## src/hdl/gp_timer_pkg.sv

```systemverilog
// constants, field layouts and carrier types for the three-timer block
// assumes one 25 MHz system clock and a 16-bit data-memory style register port
package gp_timer_pkg;

   // ----------------------------------------------------------------
   // register word addresses, index 0/1/2 is timer 1/2/3
   // ----------------------------------------------------------------
   localparam logic [15:0]      SHARED_CTL_ADDR = 16'h7400;
   localparam logic [2:0][15:0] COUNT_ADDR      = {16'h7409, 16'h7405, 16'h7401};
   localparam logic [2:0][15:0] MATCH_ADDR      = {16'h740A, 16'h7406, 16'h7402};
   localparam logic [2:0][15:0] PERIOD_ADDR     = {16'h740B, 16'h7407, 16'h7403};
   localparam logic [2:0][15:0] CONFIG_ADDR     = {16'h740C, 16'h7408, 16'h7404};

   // ----------------------------------------------------------------
   // field positions
   // ----------------------------------------------------------------
   localparam int CFG_CMP_EN_BIT  = 1;   // compare operation enable
   localparam int CFG_RELOAD_LSB  = 2;   // two bits, compare reload condition
   localparam int CFG_CLKSRC_BIT  = 4;   // 1 selects the external clock
   localparam int CFG_ENABLE_BIT  = 6;   // counting enable
   localparam int CFG_PRESC_LSB   = 8;   // three bits, divide by 2**n
   localparam int CFG_MODE_LSB    = 11;  // two bits, counting mode
   localparam int SHARED_DIR_LSB  = 13;  // three read-only direction bits
   localparam int SHARED_POL_W    = 2;   // output polarity field per timer

   // ----------------------------------------------------------------
   // reset values
   // ----------------------------------------------------------------
   localparam logic [15:0] CONFIG_RESET = 16'h0000;
   localparam logic [12:0] SHARED_RESET = 13'h0000;
   localparam logic [15:0] COUNT_RESET  = 16'h0000;
   localparam logic [15:0] MATCH_RESET  = 16'h0000;
   localparam logic [15:0] PERIOD_RESET = 16'h0000;
   localparam logic [6:0]  PRESC_RESET  = 7'h00;

   // ----------------------------------------------------------------
   // enumerations
   // ----------------------------------------------------------------
   typedef enum logic [1:0] {
      MODE_HOLD        = 2'h0,  // counter stopped, value kept
      MODE_UP          = 2'h1,  // continuous up, wraps at period
      MODE_DIR_UPDOWN  = 2'h2,  // direction from the external pin
      MODE_CONT_UPDOWN = 2'h3   // triangle between zero and period
   } mode_t;

   typedef enum logic [1:0] {
      RELOAD_ZERO      = 2'h0,
      RELOAD_ZERO_PER  = 2'h1,
      RELOAD_IMMEDIATE = 2'h2,
      RELOAD_NONE      = 2'h3
   } reload_t;

   typedef enum logic [1:0] {
      POL_FORCE_LOW  = 2'h0,
      POL_ACT_LOW    = 2'h1,
      POL_ACT_HIGH   = 2'h2,
      POL_FORCE_HIGH = 2'h3
   } polarity_t;

   // one register access request, valid for one cycle
   typedef struct packed {
      logic [15:0] addr;
      logic        wr;
      logic        rd;
      logic [15:0] wdata;
   } reg_req_t;

endpackage : gp_timer_pkg

```

## src/hdl/triple_gp_timer_block.sv

```systemverilog
// three general-purpose 16-bit timers with shared action/direction register
// assumes requests on sys_clk; external clock and direction are asynchronous pins
//
// Contract
// - three independent timers serve as time bases
// - readable writable 16-bit counter, up or up/down
// - compare writes land in shadow copy
// - period writes land in shadow copy
// - each timer owns a 16-bit config register
// - selected clock passes a programmable prescaler
// - each timer drives its own compare pin
// - shared register writes leave status bits unchanged
// - shared register shows directions and event actions
// - direction bit reads 1 up, 0 down
// - direction pin high counts up, low down
// - working period reloads only at counter zero
module triple_gp_timer_block (
   // clock and reset
   input  wire logic                  sys_clk,
   input  wire logic                  srst,
   // register access
   input  wire gp_timer_pkg::reg_req_t req,
   output      logic [15:0]           rd_data,
   // pins
   input  wire logic                  external_timer_clock,
   input  wire logic                  external_count_direction,
   output      logic [2:0]            timer_compare_output_pin
);

   // ----------------------------------------------------------------
   // pin synchronisers
   // ----------------------------------------------------------------
   logic [2:0] clk_sync;        // stage 0 is read only by stage 1
   logic [1:0] dir_sync;        // stage 0 is read only by stage 1
   logic       ext_rise;        // one cycle per rising external clock edge
   logic       ext_dir;         // synchronised direction level
   logic [2:0] next_clk_sync;
   logic [1:0] next_dir_sync;

   // shift pin levels in; the third clock stage only feeds the edge detect
   always_comb begin
      next_clk_sync = {clk_sync[1:0], external_timer_clock};
      next_dir_sync = {dir_sync[0], external_count_direction};
   end

   always_ff @(posedge sys_clk) begin
      if (srst) begin
         clk_sync <= 3'h0;
         dir_sync <= 2'h0;
      end else begin
         clk_sync <= next_clk_sync;
         dir_sync <= next_dir_sync;
      end
   end

   // edges closer than two system cycles would merge here, hence the quarter-rate limit
   assign ext_rise = clk_sync[1] & ~clk_sync[2];
   assign ext_dir  = dir_sync[1];

   // ----------------------------------------------------------------
   // shared action control register
   // ----------------------------------------------------------------
   logic [12:0] shared;         // writable action bits
   logic [12:0] next_shared;
   logic        dir_q [3];      // per-timer counting direction, 1 = up
   logic [15:0] shared_view;    // what software reads back

   // status bits are not stored here, so a write cannot reach them
   always_comb begin
      next_shared = shared;
      if (req.wr && req.addr == gp_timer_pkg::SHARED_CTL_ADDR) begin
         next_shared = req.wdata[12:0];
      end
   end

   always_ff @(posedge sys_clk) begin
      if (srst) shared <= gp_timer_pkg::SHARED_RESET;
      else      shared <= next_shared;
   end

   assign shared_view = {dir_q[2], dir_q[1], dir_q[0], shared};

   // ----------------------------------------------------------------
   // per-timer logic
   // ----------------------------------------------------------------
   logic [15:0] cnt_q     [3];  // counter
   logic [15:0] cmp_sh_q  [3];  // compare shadow
   logic [15:0] cmp_act_q [3];  // compare working copy
   logic [15:0] per_sh_q  [3];  // period shadow
   logic [15:0] per_act_q [3];  // period working copy
   logic [15:0] cfg_q     [3];  // config register

   for (genvar t = 0; t < 3; t++) begin : g_timer
      logic [15:0]             next_cnt;
      logic [15:0]             next_cmp_sh;
      logic [15:0]             next_cmp_act;
      logic [15:0]             next_per_sh;
      logic [15:0]             next_per_act;
      logic [15:0]             next_cfg;
      logic                    next_dir;
      logic [6:0]              presc;      // prescale counter
      logic [6:0]              next_presc;
      logic                    active;     // compare output state
      logic                    next_active;
      logic                    pin_q;
      logic                    next_pin;
      logic [7:0]              step;
      logic [6:0]              mask;
      logic                    src_tick;
      logic                    cnt_tick;
      logic                    cmp_load;
      logic                    match;
      logic                    pmatch;
      gp_timer_pkg::mode_t     mode;
      gp_timer_pkg::reload_t   reload;
      gp_timer_pkg::polarity_t pol;
      logic                    en;
      logic                    cmp_en;

      assign mode   = gp_timer_pkg::mode_t'(cfg_q[t][gp_timer_pkg::CFG_MODE_LSB +: 2]);
      assign reload = gp_timer_pkg::reload_t'(cfg_q[t][gp_timer_pkg::CFG_RELOAD_LSB +: 2]);
      assign pol    = gp_timer_pkg::polarity_t'(shared[t*gp_timer_pkg::SHARED_POL_W +: 2]);
      assign en     = cfg_q[t][gp_timer_pkg::CFG_ENABLE_BIT];
      assign cmp_en = cfg_q[t][gp_timer_pkg::CFG_CMP_EN_BIT];

      // clock select and prescale: counter steps once per 2**n source ticks
      always_comb begin
         src_tick   = cfg_q[t][gp_timer_pkg::CFG_CLKSRC_BIT] ? ext_rise : 1'b1;
         step       = 8'h01 << cfg_q[t][gp_timer_pkg::CFG_PRESC_LSB +: 3];
         mask       = 7'(step - 8'h01);
         cnt_tick   = en && src_tick && ((presc & mask) == mask);
         next_presc = (en && src_tick) ? 7'(presc + 7'h01) : presc;
         if (!en) next_presc = gp_timer_pkg::PRESC_RESET;
      end

      // counter, direction and register writes
      always_comb begin
         next_cnt    = cnt_q[t];
         next_dir    = dir_q[t];
         next_cmp_sh = cmp_sh_q[t];
         next_per_sh = per_sh_q[t];
         next_cfg    = cfg_q[t];
         if (cnt_tick) begin
            case (mode)
               gp_timer_pkg::MODE_UP: begin
                  next_dir = 1'b1;
                  next_cnt = (cnt_q[t] >= per_act_q[t]) ? 16'h0000 : 16'(cnt_q[t] + 16'h0001);
               end
               gp_timer_pkg::MODE_DIR_UPDOWN: begin
                  next_dir = ext_dir;
                  if (ext_dir) begin
                     next_cnt = (cnt_q[t] >= per_act_q[t]) ? 16'h0000 : 16'(cnt_q[t] + 16'h0001);
                  end else begin
                     next_cnt = (cnt_q[t] == 16'h0000) ? per_act_q[t] : 16'(cnt_q[t] - 16'h0001);
                  end
               end
               gp_timer_pkg::MODE_CONT_UPDOWN: begin
                  // turn around at period and at zero; a zero period just holds
                  if (dir_q[t] && cnt_q[t] >= per_act_q[t]) begin
                     next_dir = 1'b0;
                     next_cnt = (cnt_q[t] == 16'h0000) ? cnt_q[t] : 16'(cnt_q[t] - 16'h0001);
                  end else if (!dir_q[t] && cnt_q[t] == 16'h0000) begin
                     next_dir = 1'b1;
                     next_cnt = (per_act_q[t] == 16'h0000) ? cnt_q[t] : 16'h0001;
                  end else if (dir_q[t]) begin
                     next_cnt = 16'(cnt_q[t] + 16'h0001);
                  end else begin
                     next_cnt = 16'(cnt_q[t] - 16'h0001);
                  end
               end
               default: begin
                  next_cnt = cnt_q[t];  // hold mode
               end
            endcase
         end
         // software access wins over counting in the same cycle
         if (req.wr) begin
            if (req.addr == gp_timer_pkg::COUNT_ADDR[t]) begin
               next_cnt = req.wdata;
            end else if (req.addr == gp_timer_pkg::MATCH_ADDR[t]) begin
               next_cmp_sh = req.wdata;
            end else if (req.addr == gp_timer_pkg::PERIOD_ADDR[t]) begin
               next_per_sh = req.wdata;
            end else if (req.addr == gp_timer_pkg::CONFIG_ADDR[t]) begin
               next_cfg = req.wdata;
            end
         end
      end

      // working copies: period only at zero, compare on the chosen event
      always_comb begin
         next_per_act = (cnt_q[t] == 16'h0000) ? next_per_sh : per_act_q[t];
         case (reload)
            gp_timer_pkg::RELOAD_ZERO:      cmp_load = cnt_q[t] == 16'h0000;
            gp_timer_pkg::RELOAD_ZERO_PER:  cmp_load = cnt_q[t] == 16'h0000 || cnt_q[t] == per_act_q[t];
            gp_timer_pkg::RELOAD_IMMEDIATE: cmp_load = 1'b1;
            default:                        cmp_load = 1'b0;
         endcase
         // a disabled compare is transparent
         if (!cmp_en) cmp_load = 1'b1;
         next_cmp_act = cmp_load ? next_cmp_sh : cmp_act_q[t];
      end

      // compare output: set on match, cleared on period match (up) or second match (up/down)
      always_comb begin
         match       = cmp_en && cnt_tick && next_cnt == cmp_act_q[t];
         pmatch      = cnt_tick && next_cnt == per_act_q[t];
         next_active = active;
         if (!cmp_en) begin
            next_active = 1'b0;
         end else if (mode == gp_timer_pkg::MODE_UP) begin
            if (match)       next_active = 1'b1;
            else if (pmatch) next_active = 1'b0;
         end else if (match) begin
            next_active = ~active;
         end
         case (pol)
            gp_timer_pkg::POL_FORCE_HIGH: next_pin = 1'b1;
            gp_timer_pkg::POL_ACT_HIGH:   next_pin = next_active;
            gp_timer_pkg::POL_ACT_LOW:    next_pin = ~next_active;
            default:                      next_pin = 1'b0;
         endcase
      end

      always_ff @(posedge sys_clk) begin
         if (srst) begin
            cnt_q[t]     <= gp_timer_pkg::COUNT_RESET;
            cmp_sh_q[t]  <= gp_timer_pkg::MATCH_RESET;
            cmp_act_q[t] <= gp_timer_pkg::MATCH_RESET;
            per_sh_q[t]  <= gp_timer_pkg::PERIOD_RESET;
            per_act_q[t] <= gp_timer_pkg::PERIOD_RESET;
            cfg_q[t]     <= gp_timer_pkg::CONFIG_RESET;
            dir_q[t]     <= 1'b1;
            presc        <= gp_timer_pkg::PRESC_RESET;
            active       <= 1'b0;
            pin_q        <= 1'b0;
         end else begin
            cnt_q[t]     <= next_cnt;
            cmp_sh_q[t]  <= next_cmp_sh;
            cmp_act_q[t] <= next_cmp_act;
            per_sh_q[t]  <= next_per_sh;
            per_act_q[t] <= next_per_act;
            cfg_q[t]     <= next_cfg;
            dir_q[t]     <= next_dir;
            presc        <= next_presc;
            active       <= next_active;
            pin_q        <= next_pin;
         end
      end

      assign timer_compare_output_pin[t] = pin_q;
   end

   // ----------------------------------------------------------------
   // read path, one cycle latency
   // ----------------------------------------------------------------
   logic [15:0] next_rd_data;

   // reads return the shadow of compare and period, as software wrote them
   always_comb begin
      next_rd_data = rd_data;
      if (req.rd) begin
         next_rd_data = 16'h0000;  // unmapped words read zero
         if (req.addr == gp_timer_pkg::SHARED_CTL_ADDR) begin
            next_rd_data = shared_view;
         end
         for (int i = 0; i < 3; i++) begin
            if (req.addr == gp_timer_pkg::COUNT_ADDR[i]) begin
               next_rd_data = cnt_q[i];
            end else if (req.addr == gp_timer_pkg::MATCH_ADDR[i]) begin
               next_rd_data = cmp_sh_q[i];
            end else if (req.addr == gp_timer_pkg::PERIOD_ADDR[i]) begin
               next_rd_data = per_sh_q[i];
            end else if (req.addr == gp_timer_pkg::CONFIG_ADDR[i]) begin
               next_rd_data = cfg_q[i];
            end
         end
      end
   end

   always_ff @(posedge sys_clk) begin
      if (srst) rd_data <= 16'h0000;
      else      rd_data <= next_rd_data;
   end

endmodule : triple_gp_timer_block

```

## config.mk

```make
export PLATFORM = sky130hd
export DESIGN_NAME = triple_gp_timer_block
export DESIGN_NICKNAME = d
export VERILOG_FILES = /design/src/hdl/gp_timer_pkg.sv /design/src/hdl/triple_gp_timer_block.sv
export SDC_FILE = /design/constraint.sdc
export NUM_CORES = 1
export LEC_CHECK = 0
export ABC_AREA = 1
export BUFFER_PORTS_ARGS = -buffer_cell sky130_fd_sc_hd__buf_2
export CORE_ASPECT_RATIO = 0.75
export CORE_MARGIN = 2
export CORE_UTILIZATION = 45
export CTS_CLUSTER_DIAMETER = 40
export DETAILED_ROUTE_END_ITERATION = 8
export GPL_TIMING_DRIVEN = 0
export PLACE_DENSITY = 0.58
export REMOVE_ABC_BUFFERS = 1
export SLEW_MARGIN = 20
export SYNTH_ARGS = -nofsm -noshare
export SYNTH_HDL_FRONTEND = slang
export SYNTH_SLANG_ARGS = --single-unit
```

## constraint.sdc

```tcl
create_clock -name sys_clk -period 4.06 [get_ports sys_clk]
set_clock_uncertainty 0.05 [all_clocks]
set_input_delay 0.406 -clock sys_clk [delete_from_list [all_inputs] [get_ports sys_clk]]
set_output_delay 0.406 -clock sys_clk [all_outputs]
set_load 0.005 [all_outputs]
```

==> metrics.cfg <==
[die]
die_h_um=205.3
dieArea_sq_mm=0.05593
ios=57
initial_core_util_pct=45.74
die_x_um=272.4
core_sq_mm=0.05316
row_count=73

[critical_path]
cp_max_fo=16
cp.required_ns=4.54
r2r_cells=26
r2r_slack_ns=0.25
endpoint_kind=flop
critPathLaunchType=flop
arrival_ns=4.29
crit_type=flop to flop

[finish]
nNetsFinal=3970
fillers=5628
diodes=0
multi_input_area_sq_mm=0.01509
stdcell_count=4625
drive_gt1_share_pct=9.226
layout_commonest_cell=nand2_1
mostFrequentLayoutCells=nand2_1 (1108), nor2_1 (455), inv_1 (390), nand3_1 (319), dfxtp_1 (314)
regArea_sq_mm=0.007106
area_growth_pct=11.21
final_core_util_pct=50.87

[synthesis]
ys_ff_latch=352
synth_edf_count=1
syn_area_sq_mm=0.02432
yosysWarningCount=0
yosysTopAreaCellShare_pct=28.90
synth_area_leaders=dfxtp_1 (29%), nand2_1 (17%), nor2_1 (7.2%), nand3_1 (6.7%), inv_1 (6.1%)
synth_cells=3907
synthDistinctLibCells=59
ys_seq_area_share_pct=29.02
synth_flop_cell=dfxtp_1
async_flop_share_pct=0
postSynthAreaPerCell_sq_um=6.224
yosysTopAreaCell=dfxtp_1

[timing]
hold_slack_ns=0.2004
min_period_ns=3.809
finalHoldViolCount=0
slew_viol_final=0
worst_pin_slew_ns=1.110
finalCritPeriodShare_pct=93.82
fin_tns_setup_ns=0
setup_viol=0
max_slew_margin_pct=25.83
fmax_ghz=0.2625

[global_routing]
antenna_found_initial=1
grt_max_degree=95
grt_pass1_vias=22960
overflow=0
grt_first_pass_wirelength_mm=144.6
grt_usage_pct=33.89

[route]
first_iter_violations=3378
drt-vias-per-instance=5.694
firstDrtPassIters=6
wl_per_cell_um=20.91
vias=26340
post-route-drc-count=0
ant_nets=0
routed_wl_mm=96.71

[clock_network]
htreeDepth=2
cts_buffer_depth=3
clkSlewWorstSetupHoldPaths_ns=0.06
clk_latency_ns=0.61
numCtsBuffers=49
cts_root_buf=clkbuf_16
clkSinkCount=352
cts_tree=yes

[min_path]
min_delay_path_depth=3
hold_class=input port to flop

[place]
gp_congestion=0.9846
dpl.cell_count=4504
portBuffers=56
hpwl_mm=71.37

[status]
status=complete, no violations

[power_and_ir_drop]
ir_drop_mv=0.3467
p_leak_nw=13.30
power_mw=8.067
power_density_mw_per_mm2=298.3

[run]
maxCapViolCount=0

[Yosys cell counts (10+ instances only)]
cell type	instances
buf_6	18
a221oi_1	10
nand3b_1	34
o21ai_0	240
nor2_4	14
clkbuf_1	100
nor2_1	464
xor2_1	42
nand4_1	52
o21ai_1	21
nand2_1	1113
buf_2	40
ha_1	60
nand3_1	326
nor2_2	27
nand2_2	21
o22ai_1	15
mux2i_1	71
buf_4	12
dfxtp_1	351
nor3_1	25
o211ai_1	68
a21oi_1	268
o2111ai_1	10
inv_1	397
o221ai_1	11
[metrics by stage]
| step | area, sq um | setup slack, ns |
|---|---|---|
| 3_5_place_dp | 24800 | -0.6570 |
| 2_1_floorplan | 23380 | 0.4580 |
| 5_1_grt | 27040 | -0.003597 |
| 6_report | 27040 | 0.2508 |
| 3_3_place_gp | 24550 | -5.059 |
| 4_1_cts | 26590 | 0.01103 |
[flip-flops by register name, indices dropped and copies added, names as in the netlist, 13 cells and up]
register and count:
cnt_q 48, per_sh_q 48, rd_data 16, shared 13, g_timer.presc 21, cfg_q 48
cmp_sh_q 48, per_act_q 48, cmp_act_q 48
[metal layers]
metal | vias to the layer above | wire, um | GRT usage [%]
li1 | 12720 | - | -
met1 | 12200 | 46700 | 53.80
met2 | 1333 | 37180 | 46.19
met3 | 88 | 11300 | 6.757
met4 | 0 | 1528 | 6.397
met5 | - | 0 | 0
[report_power, final]
part           switching, mW  internal (mW)  leakage (nW)  total, mW
clock                   1.84           2.52         0.806       4.37
sequential           0.00523           3.46          2.85       3.46
combinational          0.197         0.0423          9.64      0.239
[cell families (layout without fill, tap and decap cells)]
family | Yosys count | in the layout | synth area share [%]
and+or+nand+nor | 2113 | 2115 | 37.64
AOI/OAI and AO/OA | 671 | 671 | 15.46
buffers and inverters | 593 | 597 | 10.18
DFF | 352 | 352 | 29.02
muxes | 71 | 71 | 2.923
adders and majority gates | 60 | 60 | 3.087
xor gates and xnor gates | 47 | 47 | 1.693
[what timing repair did]
item | CTS | global route
endpoints found under the setup margin | 6 | 6
endpoints found under the hold margin | 2 | 0
hold buffers | 2 | 0
pin swaps | 0 | 12
setup buffers | 3 | 22
gates cloned | 0 | 2
resized for setup | 23 | 76
[worst paths after layout]
kind	start	to
worst max-delay path	per_act_q[0][8]$_SDFFE_PP0P_	g_timer[0].pin_q$_SDFF_PP0_
worst min register to register	dir_sync[0]$_SDFF_PP0_	dir_sync[1]$_SDFF_PP0_
worst min-delay path	req[6]	cfg_q[0][6]$_SDFFE_PP0P_
worst max register to register	per_act_q[0][8]$_SDFFE_PP0P_	g_timer[0].pin_q$_SDFF_PP0_
[worst max-delay path, stage by stage, from the launching register on]
cell     delay [ns]
dfxtp_1        0.53
inv_1          0.17
ha_1           0.31
nand2_1        0.05
nor2_1         0.10
nand2_2        0.13
nor2_4         0.21
nor2_4         0.11
nand2_8        0.10
nand2_4        0.15
nand2_1        0.13
nand3_1        0.07
nand2_1        0.12
nand2_1        0.07
nand2_1        0.11
nand2_1        0.14
nand2_1        0.09
nand2_1        0.09
nor2_1         0.13
nand2_1        0.07
nor2_1         0.08
nand3_1        0.18
nor2_1         0.16
nor2_1         0.08
nand3_1        0.08
nand2_1        0.05
nor2_1         0.13
[final cells by class]
class	instances	area share [%]
Tap cell	712	3.294
Clock buffer	61	4.886
Timing Repair Buffer	96	2.508
Multi-Input combinational cell	2964	55.80
Sequential cell	352	26.28
Clock inverter	31	1.309
Inverter	409	5.922
Note: power is estimated with default switching activity, not from simulation.
